===== config.mk =====
export PLATFORM = sky130hd
export DESIGN_NAME = ppo_top
export DESIGN_NICKNAME = d
export VERILOG_FILES = /design/src/rtl/ppo_pkg.sv /design/src/rtl/ppo_top.sv
export SDC_FILE = /design/constraint.sdc
export NUM_CORES = 1
export LEC_CHECK = 0
export ABC_AREA = 0
export BUFFER_PORTS_ARGS = -buffer_cell sky130_fd_sc_hd__buf_2
export CAP_MARGIN = 0
export CORE_MARGIN = 2
export CORE_UTILIZATION = 60
export DETAILED_ROUTE_END_ITERATION = 10
export PLACE_DENSITY = 0.87
export SYNTH_ARGS = -nofsm -noshare
export SYNTH_HDL_FRONTEND = slang
export SYNTH_SLANG_ARGS = --single-unit

===== constraint.sdc =====
create_clock -name clk_i -period 2.91 [get_ports clk_i]
set_input_delay 0.873 -clock clk_i [delete_from_list [all_inputs] [get_ports clk_i]]
set_output_delay 0.873 -clock clk_i [all_outputs]
set_load 0.005 [all_outputs]

===== src/rtl/ppo_pkg.sv =====
`default_nettype none

package ppo_pkg;
  // generator and output counts, duty width and range
  localparam int N_GEN    = 4;
  localparam int N_OUT    = 8;
  localparam int DUTY_W   = 14;
  localparam int DUTY_MAX = 16383;
  localparam int HI_W     = DUTY_W - 8;

  // register byte addresses
  localparam logic [7:0] OFF_DUTY_LO = 8'h00;
  localparam logic [7:0] OFF_DUTY_HI = 8'h04;
  localparam logic [7:0] DUTY_STRIDE = 8'h08;
  localparam logic [7:0] OFF_OVR_EN  = 8'h20;
  localparam logic [7:0] OFF_OVR_LVL = 8'h24;
  localparam logic [7:0] OFF_PERIOD  = 8'h28;
  localparam logic [7:0] OFF_STATUS  = 8'h2C;

  // field positions in the status word
  localparam int STAT_PWM_LSB = 0;
  localparam int STAT_OVA_LSB = 8;
  localparam int STAT_TB_LSB  = 16;

  // reset values
  localparam logic [13:0] DUTY_RST   = 14'h0000;
  localparam logic [13:0] PERIOD_RST = 14'h00FF;
  localparam logic [7:0]  OVR_RST    = 8'h00;

  typedef struct packed {
    logic [7:0]  adr;
    logic        we;
    logic [3:0]  sel;
    logic [31:0] dat;
  } ppo_wb_req_type;

  typedef struct packed {
    logic [7:0]  ovr_en;
    logic [7:0]  ovr_lvl;
    logic [13:0] period;
  } ppo_ctl_type;
endpackage

`default_nettype wire


===== src/rtl/ppo_top.sv =====
`timescale 1ns/1ps
`default_nettype none

// Notes on behaviour
// - Duty registers exist for generators 0, 1, 2 and 3, each taking 0 to 16383 in 14 bits.
// - The stored duty is how long the generator's even output stays active in each period; its odd output is the complement.
// - Each duty value lives in a low-byte and a high-byte register of its generator.
// - Each of the eight outputs, indexed 0 to 7, has its own override control.
// - With override off an output follows its generator's duty comparison.
// - With override on an output ignores the comparison and follows the override level.
// - Override on with level 1 makes the output active only from the next period boundary.
// - Override on with level 0 holds the output inactive.
module ppo_top #(
  parameter int DUTY_W = ppo_pkg::DUTY_W
) (
  // clock and reset
  input  wire logic        clk_i,
  input  wire logic        rst_i,
  // wishbone slave
  input  wire logic        cyc_i,
  input  wire logic        stb_i,
  input  wire logic        we_i,
  input  wire logic [7:0]  adr_i,
  input  wire logic [3:0]  sel_i,
  input  wire logic [31:0] dat_i,
  output logic      [31:0] dat_o,
  output logic             ack_o,
  // pwm outputs, active high
  output logic      [7:0]  pwm_o,
  output logic             period_start_o
);

  if (DUTY_W != 14) begin : g_bad_width
    $error("ppo_top: DUTY_W must be 14");
  end

  if (ppo_pkg::N_OUT != 2 * ppo_pkg::N_GEN) begin : g_bad_count
    $error("ppo_top: N_OUT must be twice N_GEN");
  end

  // merge one byte lane into a stored field
  function automatic logic [7:0] merge_byte(input logic [7:0] old_v,
                                            input logic [7:0] new_v,
                                            input logic       en);
    merge_byte = en ? new_v : old_v;
  endfunction

  // generator slot of a duty register address
  function automatic logic [1:0] gen_of(input logic [7:0] adr);
    gen_of = adr[4:3];
  endfunction

  // word-aligned address inside the duty block
  function automatic logic is_duty_adr(input logic [7:0] adr);
    is_duty_adr = (adr < ppo_pkg::OFF_OVR_EN) && (adr[1:0] == 2'b00);
  endfunction

  ppo_pkg::ppo_wb_req_type req;
  ppo_pkg::ppo_ctl_type    ctl;
  ppo_pkg::ppo_ctl_type    next_ctl;
  logic [13:0] duty      [4];
  logic [13:0] next_duty [4];
  // active copies reload only at a period boundary
  logic [13:0] duty_act      [4];
  logic [13:0] next_duty_act [4];
  logic [13:0] tb;
  logic [13:0] next_tb;
  logic [7:0]  ov_act;
  logic [7:0]  next_ov_act;
  logic [7:0]  next_pwm;
  logic        next_ps;
  logic        ack;
  logic        next_ack;
  logic [31:0] rdat;
  logic [31:0] next_rdat;
  logic        acc;
  logic        bnd;
  logic [7:0]  base;

  assign req   = '{adr: adr_i, we: we_i, sel: sel_i, dat: dat_i};
  // ack gates acceptance, so back to back requests see a gap
  assign acc   = cyc_i & stb_i & ~ack;
  assign ack_o = ack;
  assign dat_o = rdat;

  // register access
  always_comb begin
    logic [1:0] g;
    logic [7:0] hb;
    g = gen_of(req.adr);
    hb = 8'h00;
    next_ctl = ctl;
    next_duty = duty;
    next_ack = acc;
    next_rdat = 32'h0000_0000;
    if (acc && is_duty_adr(req.adr)) begin
      if (req.adr[2] == 1'b0) begin
        if (req.we) begin
          next_duty[g][7:0] = merge_byte(duty[g][7:0], req.dat[7:0], req.sel[0]);
        end
        next_rdat[7:0] = duty[g][7:0];
      end else begin
        hb = merge_byte({2'b00, duty[g][13:8]}, req.dat[7:0], req.sel[0]);
        if (req.we) begin
          next_duty[g][13:8] = hb[ppo_pkg::HI_W-1:0];
        end
        next_rdat[ppo_pkg::HI_W-1:0] = duty[g][13:8];
      end
    end else if (acc) begin
      case (req.adr)
        ppo_pkg::OFF_OVR_EN: begin
          if (req.we) begin
            next_ctl.ovr_en = merge_byte(ctl.ovr_en, req.dat[7:0], req.sel[0]);
          end
          next_rdat[7:0] = ctl.ovr_en;
        end
        ppo_pkg::OFF_OVR_LVL: begin
          if (req.we) begin
            next_ctl.ovr_lvl = merge_byte(ctl.ovr_lvl, req.dat[7:0], req.sel[0]);
          end
          next_rdat[7:0] = ctl.ovr_lvl;
        end
        ppo_pkg::OFF_PERIOD: begin
          if (req.we) begin
            next_ctl.period[7:0] = merge_byte(ctl.period[7:0], req.dat[7:0], req.sel[0]);
            hb = merge_byte({2'b00, ctl.period[13:8]}, req.dat[15:8], req.sel[1]);
            next_ctl.period[13:8] = hb[5:0];
          end
          next_rdat[13:0] = ctl.period;
        end
        // status: outputs, override latch, time base
        ppo_pkg::OFF_STATUS: begin
          next_rdat[ppo_pkg::STAT_PWM_LSB +: 8] = pwm_o;
          next_rdat[ppo_pkg::STAT_OVA_LSB +: 8] = ov_act;
          next_rdat[ppo_pkg::STAT_TB_LSB +: 14] = tb;
        end
        default: begin
          next_rdat = 32'h0000_0000;
        end
      endcase
    end
  end

  always_ff @(posedge clk_i) begin
    if (rst_i) begin
      ctl <= '{ovr_en: ppo_pkg::OVR_RST, ovr_lvl: ppo_pkg::OVR_RST,
               period: ppo_pkg::PERIOD_RST};
      for (int i = 0; i < ppo_pkg::N_GEN; i++) begin
        duty[i] <= ppo_pkg::DUTY_RST;
      end
      ack <= 1'b0;
      rdat <= 32'h0000_0000;
    end else begin
      ctl <= next_ctl;
      duty <= next_duty;
      ack <= next_ack;
      rdat <= next_rdat;
    end
  end

  // time base, compare and override
  assign bnd = (tb >= ctl.period);

  always_comb begin
    next_tb = bnd ? 14'h0000 : tb + 14'h0001;
    next_ps = bnd;
    next_duty_act = duty_act;
    // a dropped enable or level clears the latch at once
    next_ov_act = ov_act & ctl.ovr_en & ctl.ovr_lvl;
    if (bnd) begin
      next_duty_act = duty;
      next_ov_act = ctl.ovr_lvl & ctl.ovr_en;
    end
    // odd outputs are the complement of the even ones
    for (int k = 0; k < ppo_pkg::N_GEN; k++) begin
      base[2*k]   = (tb < duty_act[k]);
      base[2*k+1] = ~(tb < duty_act[k]);
    end
    for (int i = 0; i < ppo_pkg::N_OUT; i++) begin
      if (ctl.ovr_en[i]) begin
        next_pwm[i] = ctl.ovr_lvl[i] & ov_act[i];
      end else begin
        next_pwm[i] = base[i];
      end
    end
  end

  always_ff @(posedge clk_i) begin
    if (rst_i) begin
      tb <= 14'h0000;
      ov_act <= ppo_pkg::OVR_RST;
      for (int i = 0; i < ppo_pkg::N_GEN; i++) begin
        duty_act[i] <= ppo_pkg::DUTY_RST;
      end
      pwm_o <= 8'h00;
      period_start_o <= 1'b0;
    end else begin
      tb <= next_tb;
      ov_act <= next_ov_act;
      duty_act <= next_duty_act;
      pwm_o <= next_pwm;
      period_start_o <= next_ps;
    end
  end
endmodule

`default_nettype wire

==> metrics <==
outcome=finished, final reports clean; Final Hold Fails=0; drt first pass iters=6; clock sink count=204; Worst setup EP type=flip-flop; Avg WL per Cell=19.38 um; FP Rows=47; Async S/R FF share, synth=0%; CTS tree=built; post-synthesis instance area=0.01031 mm^2; fin crit period=2597 ps; max cap viols=0; final hold slack=474.1 ps; Hold Startpoint=duty_act[44]$_SDFFE_PP0P_; clock power share=47.1%; fill count=1197; # Post-CTS Setup Buffers=0; HPWL after detailed placement=18720 um; sequential-to-total area share from yosys stat=39.62%; slowest stage delay, CP=690 ps; Slew Viols, Final=0; CP Launch Type=flip-flop; Post-CTS Resized=0; setup violators final=0; vias in the first global route=8083; H-tree depth=1; aggregate global routing overflow=0; PortBufs=68; Clock Pin Slew Worst Setup and Hold Paths=70 ps; P_int=0.004645 W; Util after Layout=69.87%; TritonCTS Buffers=22; Sw Pwr=0.001360 W; largest net degree at the start of global routing=188; placer congestion estimate=0.9457; Net count, final=1298; Setup crit end=duty_act[27]$_SDFFE_PP0P_; Seq pwr share=47.2%; final WL=27490 um; Leak=4.988 nW; DRC=0; Final Cycle Share=89.23%; maximum VDD drop=0.4574 mV; Synth-to-Final Area Change=13.19%; Worst Reg2Reg Path Length in Cells=7; Initial DRC Count=1125; Ys Warns=0; Max Clock Skew=11.70 ps; share of post-route cells with drive strength above 1=15.36%; Vias/cell=6.013; reg-to-reg slack, setup=310 ps; R2R Path Start=tb[3]$_SDFF_PP0_; number of enable flip-flop cells after synthesis=0; Syn Area/Cell=9.212 um^2; post-route insts no fill=1418; core area=0.01670 mm^2; die width=135.1 um; first-pass GRT wire length=42950 um; io pins=91; die area=0.01825 mm^2; routed via count=8527; Critical Path AT=3020 ps; CTS Root Cell=clkbuf_16; Critical R2R Capture=duty_act[27]$_SDFFE_PP0P_; clock latency on the worst-skew pair=510 ps; crit-path cells=ha_1, a21o_1, nand3_1, a311oi_1, nor3_2, buf_12, mux2i_1; switching power share of the total=22.64%; pre-CTS setup slack=128.8 ps; Comb pwr share=5.6%; CTS max path bufs=3; CP max stage cell=dfxtp_1; initial antenna violation count=0; power per cell area=514.6 mW/mm^2; critical-path maximum fanout=57; Worst Path Required=3330 ps; Register Area=0.004084 mm^2; Die H=135.1 um; Worst Max-Slew Pin Slew=752.5 ps; Sum Neg Setup Slack=0 ps; area of the multi-input gates=0.005592 mm^2; Synth cell types=56; worst setup margin=313.3 ps; Rel. slew slack=49.41%; DRT antenna net count=0; unrepaired setup endpoints after global routing=no; GRT Total Usage=30.20%; CTS Hold Buffers Added=0; Hold Path Stages=2; Initial Utilization=61.72%; Mapped Cells=1119; Worst Hold Class=reg2reg; Critical Path Start=tb[3]$_SDFF_PP0_; number of antenna diodes=0; Yosys reg bits=204; Setup CP Type=reg2reg; Inst Count DP=1378; max frequency=0.3851 GHz; Primary FF master, synth=dfxtp_1
power by group through the flow:
stage          registers (W)  clock network (W)  logic, W
6_report             0.00284            0.00283  0.000339
4_1_cts              0.00283            0.00284  0.000332
3_3_place_gp         0.00290                  0  0.000321
5_1_grt              0.00283            0.00296  0.000359
2_1_floorplan        0.00289                  0  0.000203
3_5_place_dp         0.00290                  0  0.000326
cell usage after synthesis, drive strengths merged, types with 4 or more instances:
| cell type | count | area share, % |
|---|---|---|
| a211o | 7 | 0.59 |
| dfxtp | 204 | 40 |
| a211oi | 12 | 0.87 |
| mux2i | 88 | 8.5 |
| nand2 | 50 | 1.8 |
| a22o | 4 | 0.34 |
| xor2 | 8 | 0.68 |
| buf | 29 | 1.8 |
| a22oi | 8 | 0.58 |
| and2 | 18 | 1.1 |
| nor2 | 124 | 4.6 |
| a21oi | 51 | 2.5 |
| o21a | 15 | 1.1 |
| nand3 | 9 | 0.56 |
| xnor2 | 4 | 0.34 |
| inv | 86 | 3.1 |
| nand4 | 18 | 1.2 |
| nor2b | 7 | 0.42 |
| o21ai | 30 | 1.5 |
| mux4 | 22 | 4.8 |
| o221ai | 4 | 0.34 |
| ha | 67 | 8.1 |
| nand2b | 119 | 7.2 |
| clkbuf | 35 | 1.3 |
| o31ai | 4 | 0.29 |
| nor3 | 55 | 3.3 |
| a21o | 12 | 0.87 |
area by class of cell:
class	count	area share, %
clock buffer	36	5.855
clock inverter	4	0.5147
multi-input combinational	766	47.92
timing repair buffer	102	5.587
tap	220	2.359
sequential	204	35.00
inverter	86	2.766
through the flow:
stage | power, W | instance area, um^2
3_3_place_gp | 0.003216 | 10930
6_report | 0.006004 | 11670
4_1_cts | 0.006011 | 11670
5_1_grt | 0.006158 | 11670
3_5_place_dp | 0.003221 | 10930
2_1_floorplan | 0.003088 | 10310
worst max-delay path, delay by kind of cell (launching register included):
family                     cells  cell delay [ps]
and+or+nand+nor                2              370
muxes                          1              310
adders and majority gates      1              370
buffers and inverters          1              370
DFF                            1              690
AOI/OAI and AO/OA              2              340
how the worst min path moves through the flow:
stage,end,slack (ps)
2_1_floorplan,pwm_o[1]$_SDFF_PP0_,450
3_3_place_gp,duty_act[49]$_SDFFE_PP0P_,460
3_5_place_dp,duty_act[23]$_SDFFE_PP0P_,470
4_1_cts,duty_act[23]$_SDFFE_PP0P_,480
5_1_grt,duty_act[9]$_SDFFE_PP0P_,490
6_report,duty_act[44]$_SDFFE_PP0P_,470
sequential cells by signal, indices dropped and copies added (netlist names):
signal and flops:
duty 56, ctl 30, pwm_o 8, ack_o 1, dat_o 30, ov_act 8, tb 14, duty_act 56
period_start_o 1
cell families (layout without fill, tap and decap cells):
family	count (synthesis)	in the layout	synth area share, %
simple gates	418	418	21.85
mux	112	112	13.57
flops	204	204	39.62
compound gates	155	155	9.552
xor+xnor	12	12	1.020
other cells	1	2	0.03638
fa+ha+maj	67	67	8.132
buf+inv	150	228	6.227
cells in the final DEF, fill, tap and decap left out, types with 22 or more instances in the layout:
master / instances
buf_2: 67
mux4_2: 22
ha_1: 67
nand2_1: 49
a21oi_1: 51
mux2i_1: 88
inv_1: 86
clkbuf_16: 22
o21ai_0: 30
nor2_1: 119
nor3_1: 42
nand2b_1: 119
dfxtp_1: 204
buf_4: 30
per-layer routing:
metal	share of wire (%)	GRT usage [%]	vias to the layer above
met1	41	42.02	4000
met3	9.8	4.392	98
met5	0	0	-
met4	4.0	12.09	0
met2	45	47.55	483
li1	-	-	3946
(Power assumes the default switching activity.)
